File: src/common/link_regs_pkg.sv
// Package for the GPIO read-back and link parameter register bank.
// Assumes a byte-wide register port addressed by a nine-bit offset.
package link_regs_pkg;

	// Register port widths, pin count and lane count.
	localparam int ADDR_W = 9;
	localparam int DATA_W = 8;
	localparam int PIN_N  = 4;
	localparam int LANE_N = 2;

	// Register offsets.
	localparam logic [8:0] OFS_GPO_READ   = 9'h1b3;
	localparam logic [8:0] OFS_GPI_READ   = 9'h1b4;
	localparam logic [8:0] OFS_DEV_ID     = 9'h1c0;
	localparam logic [8:0] OFS_BANK_ID    = 9'h1c1;
	localparam logic [8:0] OFS_LANE_SCR   = 9'h1c3;
	localparam logic [8:0] OFS_OCTETS     = 9'h1c4;
	localparam logic [8:0] OFS_FRAMES     = 9'h1c5;
	localparam logic [8:0] OFS_CONV       = 9'h1c6;
	localparam logic [8:0] OFS_SAMPLES    = 9'h1c9;
	localparam logic [8:0] OFS_SPARE_ONE  = 9'h1cb;
	localparam logic [8:0] OFS_SPARE_TWO  = 9'h1cc;
	localparam logic [8:0] OFS_LANE0_ID   = 9'h1d0;
	localparam logic [8:0] OFS_LANE1_ID   = 9'h1d1;
	localparam logic [8:0] OFS_LANE0_CHK  = 9'h1d8;
	localparam logic [8:0] OFS_LANE1_CHK  = 9'h1d9;
	localparam logic [8:0] OFS_FIFO_START = 9'h1e0;
	localparam logic [8:0] OFS_GPIO_FORCE = 9'h1b0;
	localparam logic [8:0] OFS_GPIO_DIR   = 9'h1b1;
	localparam logic [8:0] OFS_GPIO_VAL   = 9'h1b2;

	// Field positions.
	localparam int SCR_BIT    = 7;
	localparam int LANE_MSB   = 4;
	localparam int FIELD5_MSB = 4;
	localparam int NIB_MSB    = 3;
	localparam int FIFO_BIT   = 0;

	// Reset values and the two-lane code.
	localparam logic [7:0] RST_ZERO    = 8'h00;
	localparam logic [7:0] RST_OCTETS  = 8'h03;
	localparam logic [4:0] RST_FRAMES  = 5'h1f;
	localparam logic [7:0] RST_CONV    = 8'h01;
	localparam logic [4:0] RST_LANE0   = 5'h00;
	localparam logic [4:0] RST_LANE1   = 5'h01;
	localparam logic [7:0] RST_CHK0    = 8'h44;
	localparam logic [7:0] RST_CHK1    = 8'h45;
	localparam logic [4:0] LANES_TWO   = 5'h01;
	localparam logic [7:0] READ_ZERO   = 8'h00;

	// Link parameters as handed to the framer.
	typedef struct packed {
		logic [7:0]  devId;
		logic [3:0]  bankId;
		logic        scramble;
		logic [4:0]  laneCode;
		logic [7:0]  octetCode;
		logic [4:0]  frameCode;
		logic [7:0]  convCode;
		logic [4:0]  sampleCode;
		logic [7:0]  spareOne;
		logic [7:0]  spareTwo;
		logic [9:0]  laneIds;
		logic [15:0] laneChk;
	} link_cfg_t;

	// One register port request.
	typedef struct packed {
		logic [8:0] addr;
		logic [7:0] wdata;
		logic       wr;
		logic       rd;
	} reg_req_t;

endpackage : link_regs_pkg

File: src/link_param_regs.sv
// Register bank for GPIO read-back and link transmit parameters.
// Assumes a byte register port, read data one cycle after the strobe,
// gain-port pins driven through three-signal pin ports, and a framer
// that reads its link configuration from the cfg output.
//
// How it works
// Output read-back register shows sampled levels of forced GPIO output pins.
// An enabled output pin reads back its actual external level.
// Input read-back register shows sampled levels of GPIO input pins.
// Writable device id and four-bit bank id; upper bank bits read zero.
// Bit 7 enables scrambling; lane code 0 one lane, 1 two lanes.
// Octet code 1 means two octets, 3 four; resets to four.
// Multiframe length is frames field plus one; resets to 32.
// Converter code 1 means two I/Q converters; that is the reset.
// Software keeps samples-per-frame at zero, one sample per frame.
// Two writable five-bit lane ids, resetting to zero and one.
// Two writable eight-bit lane checksums, resetting to 0x44 and 0x45.
// Lane FIFO start bit releases framer data; zero blocks hand-off.
// Software sets the start bit only after setup and power-up.
// Pin is GPIO only when forced; direction one output, zero input.
// Framer receives all stored parameters for its link configuration.
`timescale 1ns/1ns
module link_param_regs (
	// Clock and reset.
	input  wire logic             ref_clk,
	input  wire logic             rst_b,
	// Register port.
	input  wire logic [8:0]       regAddr,
	input  wire logic [7:0]       regWdata,
	input  wire logic             regWr,
	input  wire logic             regRd,
	output logic      [7:0]       regRdata,
	// Gain-port pins, shared with the gain-control function.
	input  wire logic [3:0]       gainPinIn,
	output logic      [3:0]       gainPinOut,
	output logic      [3:0]       gainPinOe,
	input  wire logic [3:0]       gainFuncOut,
	input  wire logic [3:0]       gainFuncOe,
	// Framer link configuration and multiframe length.
	output link_regs_pkg::link_cfg_t linkCfg,
	output logic      [5:0]       framesPerMulti,
	// Framer to PHY lane path.
	input  wire logic [7:0]       frmData [2],
	input  wire logic             frmValid,
	output logic      [7:0]       phyData [2],
	output logic      [1:0]       phyValid
);

	logic       rstMeta_b;
	logic       rstSync_b;
	link_regs_pkg::reg_req_t req;

	logic [7:0] devId_q;
	logic [3:0] bankId_q;
	logic       scramble_q;
	logic [4:0] laneCode_q;
	logic [7:0] octetCode_q;
	logic [4:0] frameCode_q;
	logic [7:0] convCode_q;
	logic [4:0] sampleCode_q;
	logic [7:0] spareOne_q;
	logic [7:0] spareTwo_q;
	logic [4:0] lane0Id_q;
	logic [4:0] lane1Id_q;
	logic [7:0] lane0Chk_q;
	logic [7:0] lane1Chk_q;
	logic       fifoStart_q;
	logic [3:0] gpioForce_q;
	logic [3:0] gpioDir_q;
	logic [3:0] gpioVal_q;
	logic [3:0] pinLevel;
	logic [3:0] gpoRead;
	logic [3:0] gpiRead;
	logic [7:0] rdata_d;

	// Reset is applied at once and released through two flops so every
	// flop leaves reset on the same clean edge.
	always_ff @(posedge ref_clk or negedge rst_b) begin
		if (!rst_b) begin
			rstMeta_b <= 1'b0;
			rstSync_b <= 1'b0;
		end else begin
			rstMeta_b <= 1'b1;
			rstSync_b <= rstMeta_b;
		end
	end

	// Bundle the port so decode reads one carrier.
	assign req = '{addr: regAddr, wdata: regWdata, wr: regWr, rd: regRd};

	// Link identifiers; bank bits above the nibble are not stored.
	// identifier storage
	always_ff @(posedge ref_clk or negedge rstSync_b) begin
		if (!rstSync_b) begin
			devId_q  <= link_regs_pkg::RST_ZERO;
			bankId_q <= link_regs_pkg::RST_ZERO[3:0];
		end else if (req.wr) begin
			if (req.addr == link_regs_pkg::OFS_DEV_ID) begin
				devId_q <= req.wdata;
			end
			if (req.addr == link_regs_pkg::OFS_BANK_ID) begin
				bankId_q <= req.wdata[link_regs_pkg::NIB_MSB:0];
			end
		end
	end

	// Lane count and scrambling flag share one register.
	// lane and scramble
	always_ff @(posedge ref_clk or negedge rstSync_b) begin
		if (!rstSync_b) begin
			scramble_q <= 1'b0;
			laneCode_q <= link_regs_pkg::RST_ZERO[4:0];
		end else if (req.wr && req.addr == link_regs_pkg::OFS_LANE_SCR) begin
			scramble_q <= req.wdata[link_regs_pkg::SCR_BIT];
			laneCode_q <= req.wdata[link_regs_pkg::LANE_MSB:0];
		end
	end

	// Frame shape parameters.
	// octets per frame
	// frames field
	// converter count
	always_ff @(posedge ref_clk or negedge rstSync_b) begin
		if (!rstSync_b) begin
			octetCode_q  <= link_regs_pkg::RST_OCTETS;
			frameCode_q  <= link_regs_pkg::RST_FRAMES;
			convCode_q   <= link_regs_pkg::RST_CONV;
			sampleCode_q <= link_regs_pkg::RST_ZERO[4:0];
		end else if (req.wr) begin
			case (req.addr)
				link_regs_pkg::OFS_OCTETS: begin
					octetCode_q <= req.wdata;
				end
				link_regs_pkg::OFS_FRAMES: begin
					frameCode_q <= req.wdata[link_regs_pkg::FIELD5_MSB:0];
				end
				link_regs_pkg::OFS_CONV: begin
					convCode_q <= req.wdata;
				end
				// stored as written
				link_regs_pkg::OFS_SAMPLES: begin
					sampleCode_q <= req.wdata[link_regs_pkg::FIELD5_MSB:0];
				end
				default: begin
				end
			endcase
		end
	end

	// Spare link bytes are plain storage carried into the configuration.
	always_ff @(posedge ref_clk or negedge rstSync_b) begin
		if (!rstSync_b) begin
			spareOne_q <= link_regs_pkg::RST_ZERO;
			spareTwo_q <= link_regs_pkg::RST_ZERO;
		end else if (req.wr) begin
			if (req.addr == link_regs_pkg::OFS_SPARE_ONE) begin
				spareOne_q <= req.wdata;
			end
			if (req.addr == link_regs_pkg::OFS_SPARE_TWO) begin
				spareTwo_q <= req.wdata;
			end
		end
	end

	// Per-lane identifiers and checksums.
	// lane identifiers
	// lane checksums
	always_ff @(posedge ref_clk or negedge rstSync_b) begin
		if (!rstSync_b) begin
			lane0Id_q  <= link_regs_pkg::RST_LANE0;
			lane1Id_q  <= link_regs_pkg::RST_LANE1;
			lane0Chk_q <= link_regs_pkg::RST_CHK0;
			lane1Chk_q <= link_regs_pkg::RST_CHK1;
		end else if (req.wr) begin
			case (req.addr)
				link_regs_pkg::OFS_LANE0_ID: begin
					lane0Id_q <= req.wdata[link_regs_pkg::FIELD5_MSB:0];
				end
				link_regs_pkg::OFS_LANE1_ID: begin
					lane1Id_q <= req.wdata[link_regs_pkg::FIELD5_MSB:0];
				end
				link_regs_pkg::OFS_LANE0_CHK: begin
					lane0Chk_q <= req.wdata;
				end
				link_regs_pkg::OFS_LANE1_CHK: begin
					lane1Chk_q <= req.wdata;
				end
				default: begin
				end
			endcase
		end
	end

	// Lane FIFO start bit; only bit zero is kept.
	// start bit storage
	always_ff @(posedge ref_clk or negedge rstSync_b) begin
		if (!rstSync_b) begin
			fifoStart_q <= 1'b0;
		end else if (req.wr && req.addr == link_regs_pkg::OFS_FIFO_START) begin
			fifoStart_q <= req.wdata[link_regs_pkg::FIFO_BIT];
		end
	end

	// GPIO setup registers that steer the shared pins.
	always_ff @(posedge ref_clk or negedge rstSync_b) begin
		if (!rstSync_b) begin
			gpioForce_q <= link_regs_pkg::RST_ZERO[3:0];
			gpioDir_q   <= link_regs_pkg::RST_ZERO[3:0];
			gpioVal_q   <= link_regs_pkg::RST_ZERO[3:0];
		end else if (req.wr) begin
			case (req.addr)
				link_regs_pkg::OFS_GPIO_FORCE: begin
					gpioForce_q <= req.wdata[link_regs_pkg::NIB_MSB:0];
				end
				link_regs_pkg::OFS_GPIO_DIR: begin
					gpioDir_q <= req.wdata[link_regs_pkg::NIB_MSB:0];
				end
				link_regs_pkg::OFS_GPIO_VAL: begin
					gpioVal_q <= req.wdata[link_regs_pkg::NIB_MSB:0];
				end
				default: begin
				end
			endcase
		end
	end

	// Pin muxing: a forced pin is GPIO, otherwise the gain function owns it.
	// force and direction
	always_comb begin
		for (int i = 0; i < 4; i++) begin
			if (gpioForce_q[i]) begin
				gainPinOut[i] = gpioVal_q[i];
				gainPinOe[i]  = gpioDir_q[i];
			end else begin
				gainPinOut[i] = gainFuncOut[i];
				gainPinOe[i]  = gainFuncOe[i];
			end
		end
	end

	// The pins come from outside the clock domain.
	pin_sync uPinSync (
		.ref_clk   (ref_clk),
		.rstSync_b (rstSync_b),
		.pinIn     (gainPinIn),
		.pinOut    (pinLevel)
	);

	// Read-back takes the pad level, so a shorted output shows the truth.
	// output read-back
	// pad level
	assign gpoRead = pinLevel & gpioForce_q & gpioDir_q;
	// input read-back
	assign gpiRead = pinLevel & gpioForce_q & ~gpioDir_q;

	// Read mux; unmapped offsets read zero.
	always_comb begin
		case (req.addr)
			link_regs_pkg::OFS_GPO_READ:   rdata_d = {4'h0, gpoRead};
			link_regs_pkg::OFS_GPI_READ:   rdata_d = {4'h0, gpiRead};
			link_regs_pkg::OFS_GPIO_FORCE: rdata_d = {4'h0, gpioForce_q};
			link_regs_pkg::OFS_GPIO_DIR:   rdata_d = {4'h0, gpioDir_q};
			link_regs_pkg::OFS_GPIO_VAL:   rdata_d = {4'h0, gpioVal_q};
			link_regs_pkg::OFS_DEV_ID:     rdata_d = devId_q;
			link_regs_pkg::OFS_BANK_ID:    rdata_d = {4'h0, bankId_q};
			link_regs_pkg::OFS_LANE_SCR: begin
				rdata_d = {scramble_q, 2'h0, laneCode_q};
			end
			link_regs_pkg::OFS_OCTETS:     rdata_d = octetCode_q;
			link_regs_pkg::OFS_FRAMES:     rdata_d = {3'h0, frameCode_q};
			link_regs_pkg::OFS_CONV:       rdata_d = convCode_q;
			link_regs_pkg::OFS_SAMPLES:    rdata_d = {3'h0, sampleCode_q};
			link_regs_pkg::OFS_SPARE_ONE:  rdata_d = spareOne_q;
			link_regs_pkg::OFS_SPARE_TWO:  rdata_d = spareTwo_q;
			link_regs_pkg::OFS_LANE0_ID:   rdata_d = {3'h0, lane0Id_q};
			link_regs_pkg::OFS_LANE1_ID:   rdata_d = {3'h0, lane1Id_q};
			link_regs_pkg::OFS_LANE0_CHK:  rdata_d = lane0Chk_q;
			link_regs_pkg::OFS_LANE1_CHK:  rdata_d = lane1Chk_q;
			link_regs_pkg::OFS_FIFO_START: rdata_d = {7'h00, fifoStart_q};
			default:                       rdata_d = link_regs_pkg::READ_ZERO;
		endcase
	end

	// Read data stand only in the cycle after the strobe, zero otherwise.
	always_ff @(posedge ref_clk or negedge rstSync_b) begin
		if (!rstSync_b) begin
			regRdata <= link_regs_pkg::READ_ZERO;
		end else if (req.rd) begin
			regRdata <= rdata_d;
		end else begin
			regRdata <= link_regs_pkg::READ_ZERO;
		end
	end

	// Parameters the framer places in its lane alignment configuration.
	// configuration to framer
	assign linkCfg = '{
		devId:      devId_q,
		bankId:     bankId_q,
		scramble:   scramble_q,
		laneCode:   laneCode_q,
		octetCode:  octetCode_q,
		frameCode:  frameCode_q,
		convCode:   convCode_q,
		sampleCode: sampleCode_q,
		spareOne:   spareOne_q,
		spareTwo:   spareTwo_q,
		laneIds:    {lane1Id_q, lane0Id_q},
		laneChk:    {lane1Chk_q, lane0Chk_q}
	};

	// Multiframe length in frames, one more than the stored field.
	// length plus one
	assign framesPerMulti = {1'b0, frameCode_q} + 6'h01;

	// Hand-off to the PHY; no readiness check, since setup order is
	// software's duty before setting the start bit.
	// gated hand-off
	// relies on setup order
	lane_gate uLaneGate (
		.ref_clk   (ref_clk),
		.rstSync_b (rstSync_b),
		.start     (fifoStart_q),
		.twoLanes  (laneCode_q == link_regs_pkg::LANES_TWO),
		.frmData   (frmData),
		.frmValid  (frmValid),
		.phyData   (phyData),
		.phyValid  (phyValid)
	);

endmodule : link_param_regs

File: src/pin_sync.sv
// Three-stage synchroniser with agreement filter for the gain-port pins.
// Assumes pins are asynchronous to ref_clk; output lags by four edges.
`timescale 1ns/1ns
module pin_sync (
	// Clock and reset.
	input  wire logic             ref_clk,
	input  wire logic             rstSync_b,
	// Pin levels in and filtered levels out.
	input  wire logic [3:0]       pinIn,
	output logic      [3:0]       pinOut
);

	logic [3:0] stageA;
	logic [3:0] stageB;
	logic [3:0] stageC;

	// Each pin passes three flops; a change counts only once B and C agree.
	genvar g;
	for (g = 0; g < 4; g++) begin : gSync
		always_ff @(posedge ref_clk or negedge rstSync_b) begin
			if (!rstSync_b) begin
				stageA[g] <= 1'b0;
				stageB[g] <= 1'b0;
				stageC[g] <= 1'b0;
				pinOut[g] <= 1'b0;
			end else begin
				stageA[g] <= pinIn[g];
				stageB[g] <= stageA[g];
				stageC[g] <= stageB[g];
				if (stageB[g] == stageC[g]) begin
					pinOut[g] <= stageC[g];
				end
			end
		end
	end

endmodule : pin_sync

File: src/lane_gate.sv
// Lane hand-off gate between the framer and the transmitter PHY.
// Assumes framer data is valid per cycle; the PHY never stalls.
`timescale 1ns/1ns
module lane_gate (
	// Clock and reset.
	input  wire logic             ref_clk,
	input  wire logic             rstSync_b,
	// Control.
	input  wire logic             start,
	input  wire logic             twoLanes,
	// Framer side.
	input  wire logic [7:0]       frmData [2],
	input  wire logic             frmValid,
	// PHY side.
	output logic      [7:0]       phyData [2],
	output logic      [1:0]       phyValid
);

	// Lanes only hand off data while started; the second lane's valid also
	// needs the two-lane code, but its data byte follows the framer on every framer-valid cycle while started.
	genvar g;
	for (g = 0; g < 2; g++) begin : gLane
		always_ff @(posedge ref_clk or negedge rstSync_b) begin
			if (!rstSync_b) begin
				phyData[g]  <= 8'h00;
				phyValid[g] <= 1'b0;
			end else begin
				phyValid[g] <= start && frmValid && (g == 0 || twoLanes);
				if (start && frmValid) begin
					phyData[g] <= frmData[g];
				end
			end
		end
	end

endmodule : lane_gate

File: config.mk
export PLATFORM = sky130hd
export DESIGN_NAME = link_param_regs
export DESIGN_NICKNAME = d
export VERILOG_FILES = /design/src/common/link_regs_pkg.sv /design/src/link_param_regs.sv /design/src/pin_sync.sv /design/src/lane_gate.sv
export SDC_FILE = /design/constraint.sdc
export NUM_CORES = 1
export LEC_CHECK = 0
export ABC_AREA = 0
export BUFFER_PORTS_ARGS = -buffer_cell sky130_fd_sc_hd__buf_2
export CORE_MARGIN = 2
export CORE_UTILIZATION = 53
export DETAILED_ROUTE_END_ITERATION = 16
export PLACE_DENSITY = 0.8
export SYNTH_ARGS = -nofsm -noshare
export SYNTH_HDL_FRONTEND = slang
export SYNTH_SLANG_ARGS = --single-unit
File: constraint.sdc
create_clock -name ref_clk -period 5.4 [get_ports ref_clk]
set_clock_uncertainty 0.2 [all_clocks]
set_input_delay 0.54 -clock ref_clk [delete_from_list [all_inputs] [get_ports ref_clk]]
set_output_delay 0.54 -clock ref_clk [all_outputs]
set_load 0.005 [all_outputs]
Word-level counts from Yosys, hierarchy flattened. Index checks and enable logic that the tools add are counted. W data, S select, Z words.

$add $sub $neg: 1. Multipliers: 0. Divide/modulo/power cells: 0. Magnitude comparators: 0. Equal/unequal tests: 24. Shifts and indexed selects: 0. Mux-type cells: 10. Bitwise logic cells: 4. Reductions and logical operators: 19.

Operators with widths (count): $eq A9 B9 Y1 const B (19); $pmux W8 S19 (1); $reduce_and A2 Y1 (15); $and A4 B4 Y4 (3); $mux W1 (8); $mux W8 (1); $add A5 B1 Y6 const B (1); $eq A5 B1 Y1 const B (1); $eq A1 B1 Y1 (4); $logic_and A1 B1 Y1 (4); $not A4 Y4 (1).

Register bits after elaboration: 143. Latch bits: 0. RAM bits: 0. Bits in read-only memories: 0. Input bits: 50. Output and inout port bits: 126. Logic and storage cells: 99. Memories: 0.

Longest topological paths before layout. Gate-level depths: netlist of run 1.

Depth after elaboration: 4. Mapped depth: 7. Depth with buffers taken out: 5.

Modules after synthesis. Synthesis of run 1 repeated with hierarchy kept, for this count alone.

Cell total of the unflattened synthesis: 511. Area total of the unflattened synthesis: 6810.3 µm².

By module, submodules not included: link_param_regs (instances 1, cells an instance 453, area each 5657.9 µm², seq. area each 2745.1 µm²); lane_gate (instances 1, cells an instance 38, area each 706.9 µm², seq. area each 450.4 µm²); pin_sync (instances 1, cells an instance 20, area each 445.4 µm², seq. area each 400.4 µm²).

Worst setup path after synthesis of run 1. OpenSTA, ideal clock, no wires.

Path kind: input to register. Start point: input port regAddr[1]. End point: register lane0Chk_q[0]. Library setup time: 0.125 ns. Data arrival time: 1.949 ns. Data required time: 5.075 ns. Slack: 3.126 ns. Stages on the path: 6. Path buffers: 1. Path through: buf_6 -> or3b_4 -> or3_4 -> nor2_8 -> nand2_8 -> mux2_4.

Longest elaborated chain between the ends: 2.

Ends and longest elaborated chain: from (decl) (RTL line link_param_regs.sv:28) `input wire logic [8:0] regAddr,`; $eq A9 B9 Y1 (RTL line link_param_regs.sv:175) `case (req.addr)`; $reduce_and A2 Y1 (no source line); to (signal assigned) (RTL line link_param_regs.sv:172) `lane0Chk_q <= link_regs_pkg::RST_CHK0;`; to (signal assigned) (RTL line link_param_regs.sv:183) `lane0Chk_q <= req.wdata;`; to (decl) (RTL line link_param_regs.sv:65) `logic [7:0] lane0Chk_q;`.

Every way passes these cells. A chain may end at the register's enable or synchronous reset.

Final worst setup path of run 1.
Start point: input port regAddr[4]. End point: register spareTwo_q[7].

Longest elaborated chain between the ends: 2.

Ends and longest elaborated chain: $eq A9 B9 Y1 (RTL line link_param_regs.sv:159) `if (req.addr == link_regs_pkg::OFS_SPARE_TWO) begin`; $reduce_and A2 Y1 (no source line); to (signal assigned) (RTL line link_param_regs.sv:154) `spareTwo_q <= link_regs_pkg::RST_ZERO;`; to (signal assigned) (RTL line link_param_regs.sv:160) `spareTwo_q <= req.wdata;`; to (decl) (RTL line link_param_regs.sv:62) `logic [7:0] spareTwo_q;`.

Every way passes these cells.

==> impl_results.md, run 1 <==
* Status: finished, final reports clean
* DRC errors left at 0
* Final worst slack at 2540 ps
* Root buffer cell: clkbuf_16
* Sequence of cells on the critical path: buf_2 > nand4bb_1 > nor2_1 > nand2_1 > nor3_4 > mux2_2
* Htree depth at 4
* Peak VDD IR at 0.000212 V
* Drt wl/cell at 21.2 um
* Via/cell ratio at between 5 and 6
* Pre-CTS setup slack at roughly 2200 ps
* Critical Path Fanout Max at 15
* Max-slew violation count at 0
* Initial antenna violation count at 0
* Layout cell share with drive strength beyond 1 at 53.5%
* CTS tree: built
* Chip width at 116 um
* Asr flop ratio synth at 100%
* Global Route Usage Sum at 27.9%
* CP bufs+invs at 1
* Non-filler cells, final at 844
* Hold Fails Final Rpt at 0
* PortBufs at around 180
* CORE AREA at 0.0121 mm2
* Register area share after synthesis at a little over half
* Vias in the first global route at 5045
* Synth warn at 0
* Synthesized instance count at between 400 and 500
* Routed WL at 17900 um
* Die H at 116 um
* Worst-Skew Late Latency at 420 ps
* Largest net degree at the start of global routing at 87
* Post-Route Utilization at around two thirds
* Critical path's largest stage delay at 710 ps
* Clk sinks at 143
* Grt ovf at 0
* Kind of critical path: primary input to register
* Max Root-Sink Buffers at 2
* Post-DP HPWL at around 13000 um
* Worst setup SP type: primary input
* Detail Route Antenna Nets at 0
* Max Cap Viol at 0
* Critical path capture point type: register
* Initial drt markers at 310
* Power Total at 2.59 mW
* Required time worst endpoint at 5500 ps
* Global-route wire length before repair at approximately 28000 um
* Mapped Nets at ~540
* Drt first pass iters at 5
* Tightest Pin Transition at 1070 ps
* Fmax at 349 MHz
* Via count at 4943
* Avg Synthesized Cell Area at around 13 um2
* Power Density at 316 mW/mm2
* CP delay by family, top: simple AND/OR/NAND/NOR gates
* DP Cell Count at 810
* Worst-path clk slew at 60 ps
* Initial Util at a little over half
* TritonCTS buffer count at 17
* Worst hold-check path type: primary input to register
* RSZ-0062 raised after global routing: no
* Area grow syn2layout at 24.3%
* Netlist cell types at 64
* Ports at 176
* CP arrival at 2970 ps
* Top_reg_cell synth: dfrtp_1
* Fin crit period at 2860 ps
* Setup Total Neg Slack at 0 ps
* DIE AREA at 0.0134 mm2
* Setup bufs post-CTS at 0
* Setup violators final at 0
* Placement row count at 40
* Final nets at 713
* Tcrit/Tclk final at 53.0%
* # resized after CTS at 0
* GP Congestion at 0.936
* Critical Path Slowest Stage Cell: nor2_1
* Leakage at about 4.2 nW
* Post-synth EDFFs at 0
* Slew HR at ~29%
* Cell area after synthesis at 0.00660 mm2
* Yosys reg bits at 143
## cell families (layout without fill, tap and decap cells)
logic type / count (synthesis) / in the layout / synth area share [%]
mux: 146 / 146 / 25.0
flops: 143 / 143 / 54.5
simple gates: 103 / 103 / 10.1
compound gates: 61 / 61 / 6.93
buf+inv: 29 / 213 / 2.16
fa+ha+maj: 5 / 5 / 0.797
xor+xnor: 3 / 3 / 0.398
other cells: 1 / 2 / 0.0569
## sequential cells by signal, indices dropped and copies added (netlist names), 8 cells and up
signal / count
lane1Chk_q: 8
regRdata: 8
convCode_q: 8
devId_q: 8
spareOne_q: 8
lane0Chk_q: 8
uLaneGate.phyData: 16
octetCode_q: 8
spareTwo_q: 8
## final cells by class
type	instances	area (um2)
clock buffers	21	460
inverters	4	15.0
clock inverters	11	163
diodes	1	2.50
multi-input cells	319	2860
fillers	886	3860
flip-flops and latches	143	3600
well taps	168	210
repair buffers	177	893
## power breakdown
part / internal [mW] / switching [mW]
clock: 0.793 / 0.434
combinational: 0.0930 / 0.0957
sequential: 1.12 / 0.0479
## through the flow
stage,hold slack [ps],instance area (um2)
CTS,4.68,8200
global placement,124,7560
global route,12.1,8200
detailed placement,127,7560
finish,22.3,8200
floorplan,44.4,6600
## worst paths after layout
check                                endpoint  cells past startpoint          startpoint  slack [ps]
min reg2reg                uPinSync.stageB[2]                      0  uPinSync.stageA[2]         150
max in group asynchronous      octetCode_q[5]                      1           rstSync_b        3350
min in group asynchronous           rstSync_b                      2               rst_b         230
max reg2reg                    octetCode_q[5]                      1           rstSync_b        3350
max                             spareTwo_q[7]                      6          regAddr[4]        2540
min                        uPinSync.stageA[0]                      1        gainPinIn[0]          20
## metal layers
metal	part of all wire, %	vias to the layer above	global-route usage [%]
li1	-	2198	-
met1	41	2471	37.3
met2	47	232	42.8
met3	9.0	42	8.63
met4	2.5	0	11.5
met5	0	-	0
## repair_timing
item / in CTS / in global routing
hold endpoints to repair: 2 / 0
hold buffers: 1 / 0
setup endpoints to repair: 0 / 0
## Yosys cell counts, types with 3 or more instances
cell | instances | area share, %
dfrtp_1 | 129 | 49
mux2_2 | 118 | 20
nand2_1 | 22 | 1.3
mux2i_1 | 20 | 3.0
nor2_1 | 17 | 0.97
dfstp_2 | 14 | 5.6
a22oi_1 | 12 | 1.4
clkbuf_1 | 11 | 0.63
buf_2 | 9 | 0.68
mux2_4 | 8 | 1.8
o21ai_0 | 8 | 0.61
nand3_1 | 7 | 0.53
a21oi_1 | 6 | 0.46
a31oi_1 | 6 | 0.57
and3_1 | 6 | 0.57
nand3b_1 | 5 | 0.57
nor4_1 | 5 | 0.47
a221oi_1 | 4 | 0.53
buf_4 | 4 | 0.46
inv_1 | 4 | 0.23
maj3_1 | 4 | 0.61
nand4_1 | 4 | 0.38
nor2b_1 | 4 | 0.38
o22ai_1 | 4 | 0.38
a221o_1 | 3 | 0.46
a22o_1 | 3 | 0.40
nor3b_1 | 3 | 0.34
## cell usage in the layout (no fill, tap or decap), types with 3 or more instances in the layout
master        n
a31oi_1       6
dfrtp_1     128
maj3_1        4
clkbuf_16    17
a22oi_1      12
a221o_1       3
nand4_1       4
nor2b_1       4
mux2i_1      20
nor2_1       17
bufinv_16     4
buf_2       175
nor4_1        5
clkinv_2      4
mux2_4        8
dfstp_2      14
nand3_1       7
mux2_2      118
and3_1        6
a221oi_1      4
nand2_1      22
a22o_1        3
inv_1         4
o21ai_0       8
nand3b_1      5
nor3b_1       3
clkinvlp_4    3
o22ai_1       4
a21oi_1       6
Power figures use the tool's default switching activity.
==> run 2, diff against run 1 <==
--- a/config.mk
+++ b/config.mk
@@ -5,7 +5,7 @@
 export SDC_FILE = /design/constraint.sdc
 export NUM_CORES = 1
 export LEC_CHECK = 0
-export ABC_AREA = 0
+export ABC_AREA = 1
 export BUFFER_PORTS_ARGS = -buffer_cell sky130_fd_sc_hd__buf_2
 export CORE_MARGIN = 2
 export CORE_UTILIZATION = 53
==> constraint.sdc (replaced) <==
create_clock -name ref_clk -period 2.9 [get_ports ref_clk]
set_clock_uncertainty 0.2 [all_clocks]
set_input_delay 0.29 -clock ref_clk [delete_from_list [all_inputs] [get_ports ref_clk]]
set_output_delay 0.29 -clock ref_clk [all_outputs]
set_load 0.005 [all_outputs]
==> run 2 against run 1 <==
  * Worst hold slack better by 14 ps
  * Routed wire length up 9.1%
  * Design area up 4.0%
  * Clock power up 85%
  * Die area up 1.5%
  * First-iteration DRC count up 66%
  * Sequential share of layout area down 1.7 points
  * Critical path depth down 2
  * Global-route usage up 2.1 points
  * Critical path type is now register to register
==> impl_results.md, run 2 <==
* Placed Instance Area at between 0.007 and 0.008 mm2
* Grt ovf at 0
* Drt wl/cell at ~17 um
* Largest net degree at the start of global routing at between 50 and 60
* Simple-gate share of the synthesized area at 29.4%
* Slew HR at 49.1%
* Synth warn at 0
* Clk sinks at 143
* Initial antenna violation count at 0
* Synth area leaders: dfrtp_1 48%, nand2_1 15%, dfstp_2 5.5%
* Status: finished, final reports clean
* CP arrival at 2190 ps
* Max Root-Sink Buffers at 2
* Peak VDD IR at 0.000523 V
* Setup violators final at 0
* CP bufs+invs at 1
* Xor-xnor portion of the synthesized cell area at less than 1%
* Post-Synth Adder-Cell Area at 0.785%
* Post-synth EDFFs at 0
* Top_reg_cell synth: dfrtp_1
* Kind of critical path: register to register
* Chip width at 116 um
* Final nets at 1038
* Most common cell after layout, fill and taps aside: nand2_1
* Global Route Usage Sum at 30.1%
* Hold Fails Final Rpt at 0
* Die H at 116 um
* Max Cap Viol at 0
* Top cell by count, worst path: nand2_1
* Netlist cell types at 37
* CP delay by family, top: simple AND/OR/NAND/NOR gates
* Commonest cells in the netlist: 268 x nand2_1, 129 x dfrtp_1, 62 x nand3_1
* Yosys reg bits at 143
* RSZ-0062 raised after global routing: no
* Drt first pass iters at 5
* Compound-Gate Fraction of Synth Area at 9.33%
* Critical Path Fanout Max at 18
* Worst-Skew Late Latency at 430 ps
* Sequence of cells on the critical path: nand2_1 > clkinv_1 > nand2_1 > nand2_1
* Placement row count at 41
* Hold_ws at 36.5 ps
* ANT cells at 0
* Power Total at between 4 and 5 mW
* Max-slew violation count at 0
* Area grow syn2layout at 27.4%
* CORE AREA at 0.0125 mm2
* Critical path capture point type: register
* Fin area at approximately 0.0085 mm2
* DIE AREA at 0.0135 mm2
* Initial Util at a little over half
* Synthesized instance count at 789
* Vias in the first global route at roughly 6000
* Power Density at 576 mW/mm2
* R2R Setup Slk at roughly 810 ps
* Layout cell share with drive strength beyond 1 at 28.5%
* # resized after CTS at 0
* Setup Total Neg Slack at 0 ps
* Final worst slack at 814 ps
* PortBufs at approximately 180
* Max reg flops at 16
* Largest family of logic cells by synthesized area: simple AND/OR/NAND/NOR gates
* Avg Synthesized Cell Area at 8.48 um2
* Critical path's largest stage delay at a little over 600 ps
* Mux cell area share after synthesis at less than 1%
* Htree depth at 4
* Tightest Pin Transition at about 760 ps
* Largest area contributor in the netlist: dfrtp_1
* Synth top area share at 48.2%
* Cell area after synthesis at ~0.0067 mm2
* Tcrit/Tclk final at between 70% and 80%
* TritonCTS buffer count at 17
* Via count at ~6300
* Detail Route Antenna Nets at 0
* Via/cell ratio at between 5 and 6
* Global-route wire length before repair at 30500 um
* Initial drt markers at 516
* Post-DP HPWL at 13800 um
* Ports at 176
* Critical Path Slowest Stage Cell: clkinv_1
* DRC errors left at 0
* Pre-CTS setup slack at 820 ps
* GP Congestion at 0.985
* Fin crit period at between 2000 and 2500 ps
* Count leader, synth: nand2_1
* Worst-path clk slew at 60 ps
* Required time worst endpoint at 3010 ps
* CTS tree: built
* Reg with most FFs: uLaneGate.phyData
* Worst setup SP type: register
* Fmax at roughly 480 MHz
* Asr flop ratio synth at between 90% and 100%
* Routed WL at around 20000 um
* Worst hold-check path type: primary input to register
* Most frequent cells in the layout: 268 x nand2_1, 175 x buf_2, 128 x dfrtp_1
* Root buffer cell: clkbuf_16
* Mapped Nets at 840
* Register area share after synthesis at 53.7%
* Leakage at approximately 4.5 nW
run 2: cell types whose count changed in the layout (fill, tap and decap cells not counted), moves of 12 or more:
| cell | delta |
|---|---|
| nand2_1 | +246 |
| mux2_2 | -114 |
| nand3_1 | +55 |
| o21ai_0 | +42 |
| inv_1 | +39 |
| o21ai_1 | +38 |
| nor2_1 | +34 |
| dlygate4sd3_1 | +24 |
| mux2i_1 | -20 |
| nand2_2 | +13 |
| a22oi_1 | -12 |
| nand4_1 | +12 |
run 2: kinds of logic (layout without fill, tap and decap cells):
family / count (synthesis) / count (layout)
AOI/OAI and AO/OA: 114 / 114
adders and majority gates: 5 / 5
DFF: 143 / 143
xor gates and xnor gates: 3 / 3
and+or+nand+nor: 440 / 440
other: 1 / 1
muxes: 4 / 4
buffers and inverters: 79 / 290
run 2: path summary, 6_finish.rpt:
| check | cells after the start | from | end |
|---|---|---|---|
| worst max-delay path | 4 | fifoStart_q | uLaneGate.phyData[3] |
| worst min-delay path | 3 | regWdata[6] | lane1Chk_q[6] |
| worst max register to register | 4 | fifoStart_q | uLaneGate.phyData[3] |
| worst min register to register | 0 | rstSync_b | spareTwo_q[5] |
| max in group asynchronous | 1 | rstSync_b | frameCode_q[3] |
| min in group asynchronous | 0 | rstSync_b | spareTwo_q[5] |
run 2: power breakdown:
| group | switching, mW | total [mW] | internal [mW] |
|---|---|---|---|
| sequential | 0.0927 | 2.21 | 2.12 |
| clock | 0.886 | 2.28 | 1.39 |
| combinational | 0.244 | 0.427 | 0.184 |
run 2: worst reg2reg max path: cells and delay by family, from the launching register on:
kind          cells  cell delay (ps)
flops             1              390
buf+inv           1              610
simple gates      3              770
run 2: final cells by class:
cell class	count	area, um2
fill	1056	3940
sequential	143	3600
multi-input combinational	567	2720
timing repair buffer	204	1170
clock buffer	18	439
tap	172	215
inverter	54	205
clock inverter	14	183
run 2: routing by layer:
metal,part of all wire (%),vias to the layer above,GRT usage (%)
li1,-,2963,-
met4,2.3,0,10.5
met3,8.2,34,7.27
met2,48,328,48.1
met5,0,-,0
met1,41,2969,40.4
run 2: timing repair:
item	CTS	global route
hold buffers	25	0
setup buffers	0	0
hold endpoints to repair	27	0
run 2: metrics by stage:
stage | utilization [%] | cells
4_1_cts | 68.4 | 1172
3_5_place_dp | 61.4 | 1115
5_1_grt | 68.4 | 1172
6_report | 68.4 | 1172
3_3_place_gp | 61.4 | 1115
2_1_floorplan | - | 789
==> run 3, diff against run 2 <==
--- a/config.mk
+++ b/config.mk
@@ -8,9 +8,9 @@
 export ABC_AREA = 1
 export BUFFER_PORTS_ARGS = -buffer_cell sky130_fd_sc_hd__buf_2
 export CORE_MARGIN = 2
-export CORE_UTILIZATION = 53
+export CORE_UTILIZATION = 48
 export DETAILED_ROUTE_END_ITERATION = 16
-export PLACE_DENSITY = 0.8
+export PLACE_DENSITY = 0.77
 export SYNTH_ARGS = -nofsm -noshare
 export SYNTH_HDL_FRONTEND = slang
 export SYNTH_SLANG_ARGS = --single-unit
==> constraint.sdc (replaced) <==
create_clock -name ref_clk -period 1.7 [get_ports ref_clk]
set_clock_uncertainty 0.2 [all_clocks]
set_input_delay 0.17 -clock ref_clk [delete_from_list [all_inputs] [get_ports ref_clk]]
set_output_delay 0.17 -clock ref_clk [all_outputs]
set_load 0.005 [all_outputs]
==> run 3 against run 2 <==
  * The run now ends with setup timing left
  * Sequential share of layout area shrank 2.2 points
  * Via count grew 1.7%
  * Total power grew 70%
  * Sequential power grew 70%
  * Worst setup slack lost 990 ps
  * Critical path type is now register to output port
  * Largest power group unchanged
==> impl_results.md, run 3 (synthesized netlist as in run 2, its figures left out) <==
* Status: finished with violations
* Failing checks: setup timing
* Power Density at 926 mW/mm2
* Fin crit period at 1880 ps
* DRC errors left at 0
* Chip width at 122 um
* TritonCTS buffer count at 17
* Hold Fails Final Rpt at 0
* Placement row count at 43
* Setup violators final at 5
* Clk sinks at 143
* Post-Route Utilization at around two thirds
* Worst r2r path cells at 6
* Post-DP HPWL at 14600 um
* Max reg flops at 16
* Detail Route Antenna Nets at 0
* Drt first pass iters at 5
* Global-route wire length before repair at 32000 um
* Max Root-Sink Buffers at 2
* GP Congestion at 0.948
* Die H at 122 um
* Worst-Skew Late Latency at 420 ps
* Power Total at 8.35 mW
* Most common cell after layout, fill and taps aside: nand2_1
* CP arrival at around 1500 ps
* Tcrit/Tclk final at 110%
* Largest net degree at the start of global routing at 65
* RSZ-0062 raised after global routing: yes
* CORE AREA at 0.0138 mm2
* Final worst slack at -177 ps
* Max-slew violation count at 0
* CP startpoint: frameCode_q[0]
* Initial Util at 48.6%
* Peak VDD IR at 0.000719 V
* Worst hold-check path type: register to async pin
* Grt ovf at 0
* Worst R2R Start: frameCode_q[4]
* Hold_ws at 8.43 ps
* Final nets at between 1000 and 1500
* Fmax at 533 MHz
* Global Route Usage Sum at 28.5%
* Initial antenna violation count at 0
* PortBufs at ~180
* Tightest Pin Transition at 502 ps
* Vias in the first global route at 6223
* Routed WL at between 20000 and 25000 um
* Ports at 176
* Layout cell share with drive strength beyond 1 at 32.1%
* Max Cap Viol at 0
* Required time worst endpoint at 1330 ps
* Root buffer cell: clkbuf_16
* Area grow syn2layout at 34.6%
* Critical Path Fanout Max at 3
* Kind of critical path: register to output port
* Via/cell ratio at 5.21
* Critical path capture point type: output port
* Most frequent cells in the layout: 268 x nand2_1, 171 x buf_2, 126 x dfrtp_1
* Leakage at 4.80 nW
* Via count at 6403
* Drt wl/cell at 16.7 um
* CTS tree: built
* ANT cells at 0
* Worst setup SP type: register
* R2R Path End: regRdata[4]
* R2R Setup Slk at 150 ps
* Initial drt markers at 478
* Htree depth at 4
* Slew HR at 66.5%
* Worst-path clk slew at 60 ps
* Reg with most FFs: uLaneGate.phyData
* DIE AREA at between 0.01 and 0.015 mm2
* Critical Path Sink: framesPerMulti[5]
[run 3: cell types whose count changed in the layout (fill, tap and decap cells not counted), sizes merged]
cell,previous run,this run
inv,57,54
dlygate4sd3,25,27
buf,179,226
clkinvlp,4,2
clkbuf,18,21
clkinv,4,6
[run 3: how the worst min path moves through the flow]
| stage | endpoint | slack [ps] | cells after the start |
|---|---|---|---|
| after floorplan | rstMeta_b | -330 | 0 |
| final | uLaneGate.phyData[1] | 8 | 0 |
| after detailed placement | rstSync_b | -240 | 1 |
| after global placement | rstMeta_b | -240 | 1 |
| after CTS | lane1Chk_q[0] | 3 | 4 |
| after global routing | uLaneGate.phyData[4] | 40 | 0 |
[run 3: metrics by stage]
| stage | instances | setup WS, ps | cell area (um2) | TNS (ps) |
|---|---|---|---|---|
| floorplan | 789 | 4.98 | 6700 | 0 |
| global placement | 1161 | -161 | 8000 | -1030 |
| detailed placement | 1161 | -164 | 8000 | -1010 |
| CTS | 1229 | -171 | 8980 | -571 |
| global route | 1229 | -236 | 9010 | -872 |
| finish | 1229 | -177 | 9010 | -615 |
[run 3: routing by layer]
layer  global-route usage [%]  vias to the layer above  routed length [um]
li1                         -                     3054                   -
met3                     6.23                       40                1550
met1                     37.8                     3036                8750
met4                     9.99                        0                 500
met5                        0                        -                   0
met2                     46.3                      273                9740
[run 3: power by group]
part | switching [mW] | internal, mW
combinational | 0.442 | 0.364
clock | 1.41 | 2.37
sequential | 0.146 | 3.61
[run 3: critical path, cell delays in order (launching register included)]
cell and delay [ps]:
dfstp_2 580, buf_6 120, nand3_1 90, nor3_2 150, buf_2 150
[run 3: timing repair]
action	CTS	global route
pin swaps	2	0
hold endpoints to repair	53	0
setup buffers	9	1
cloned	0	0
gates resized for setup	11	5
hold buffers	27	0
endpoints found under the setup margin	9	8
[run 3: layout make-up]
type	instances	area [um2]
Tap cell	180	225
Multi-Input combinational cell	567	2750
Timing Repair Buffer	253	1630
Clock buffer	21	460
Sequential cell	143	3600
Clock inverter	11	139
Inverter	54	205
Fill cell	1202	4760
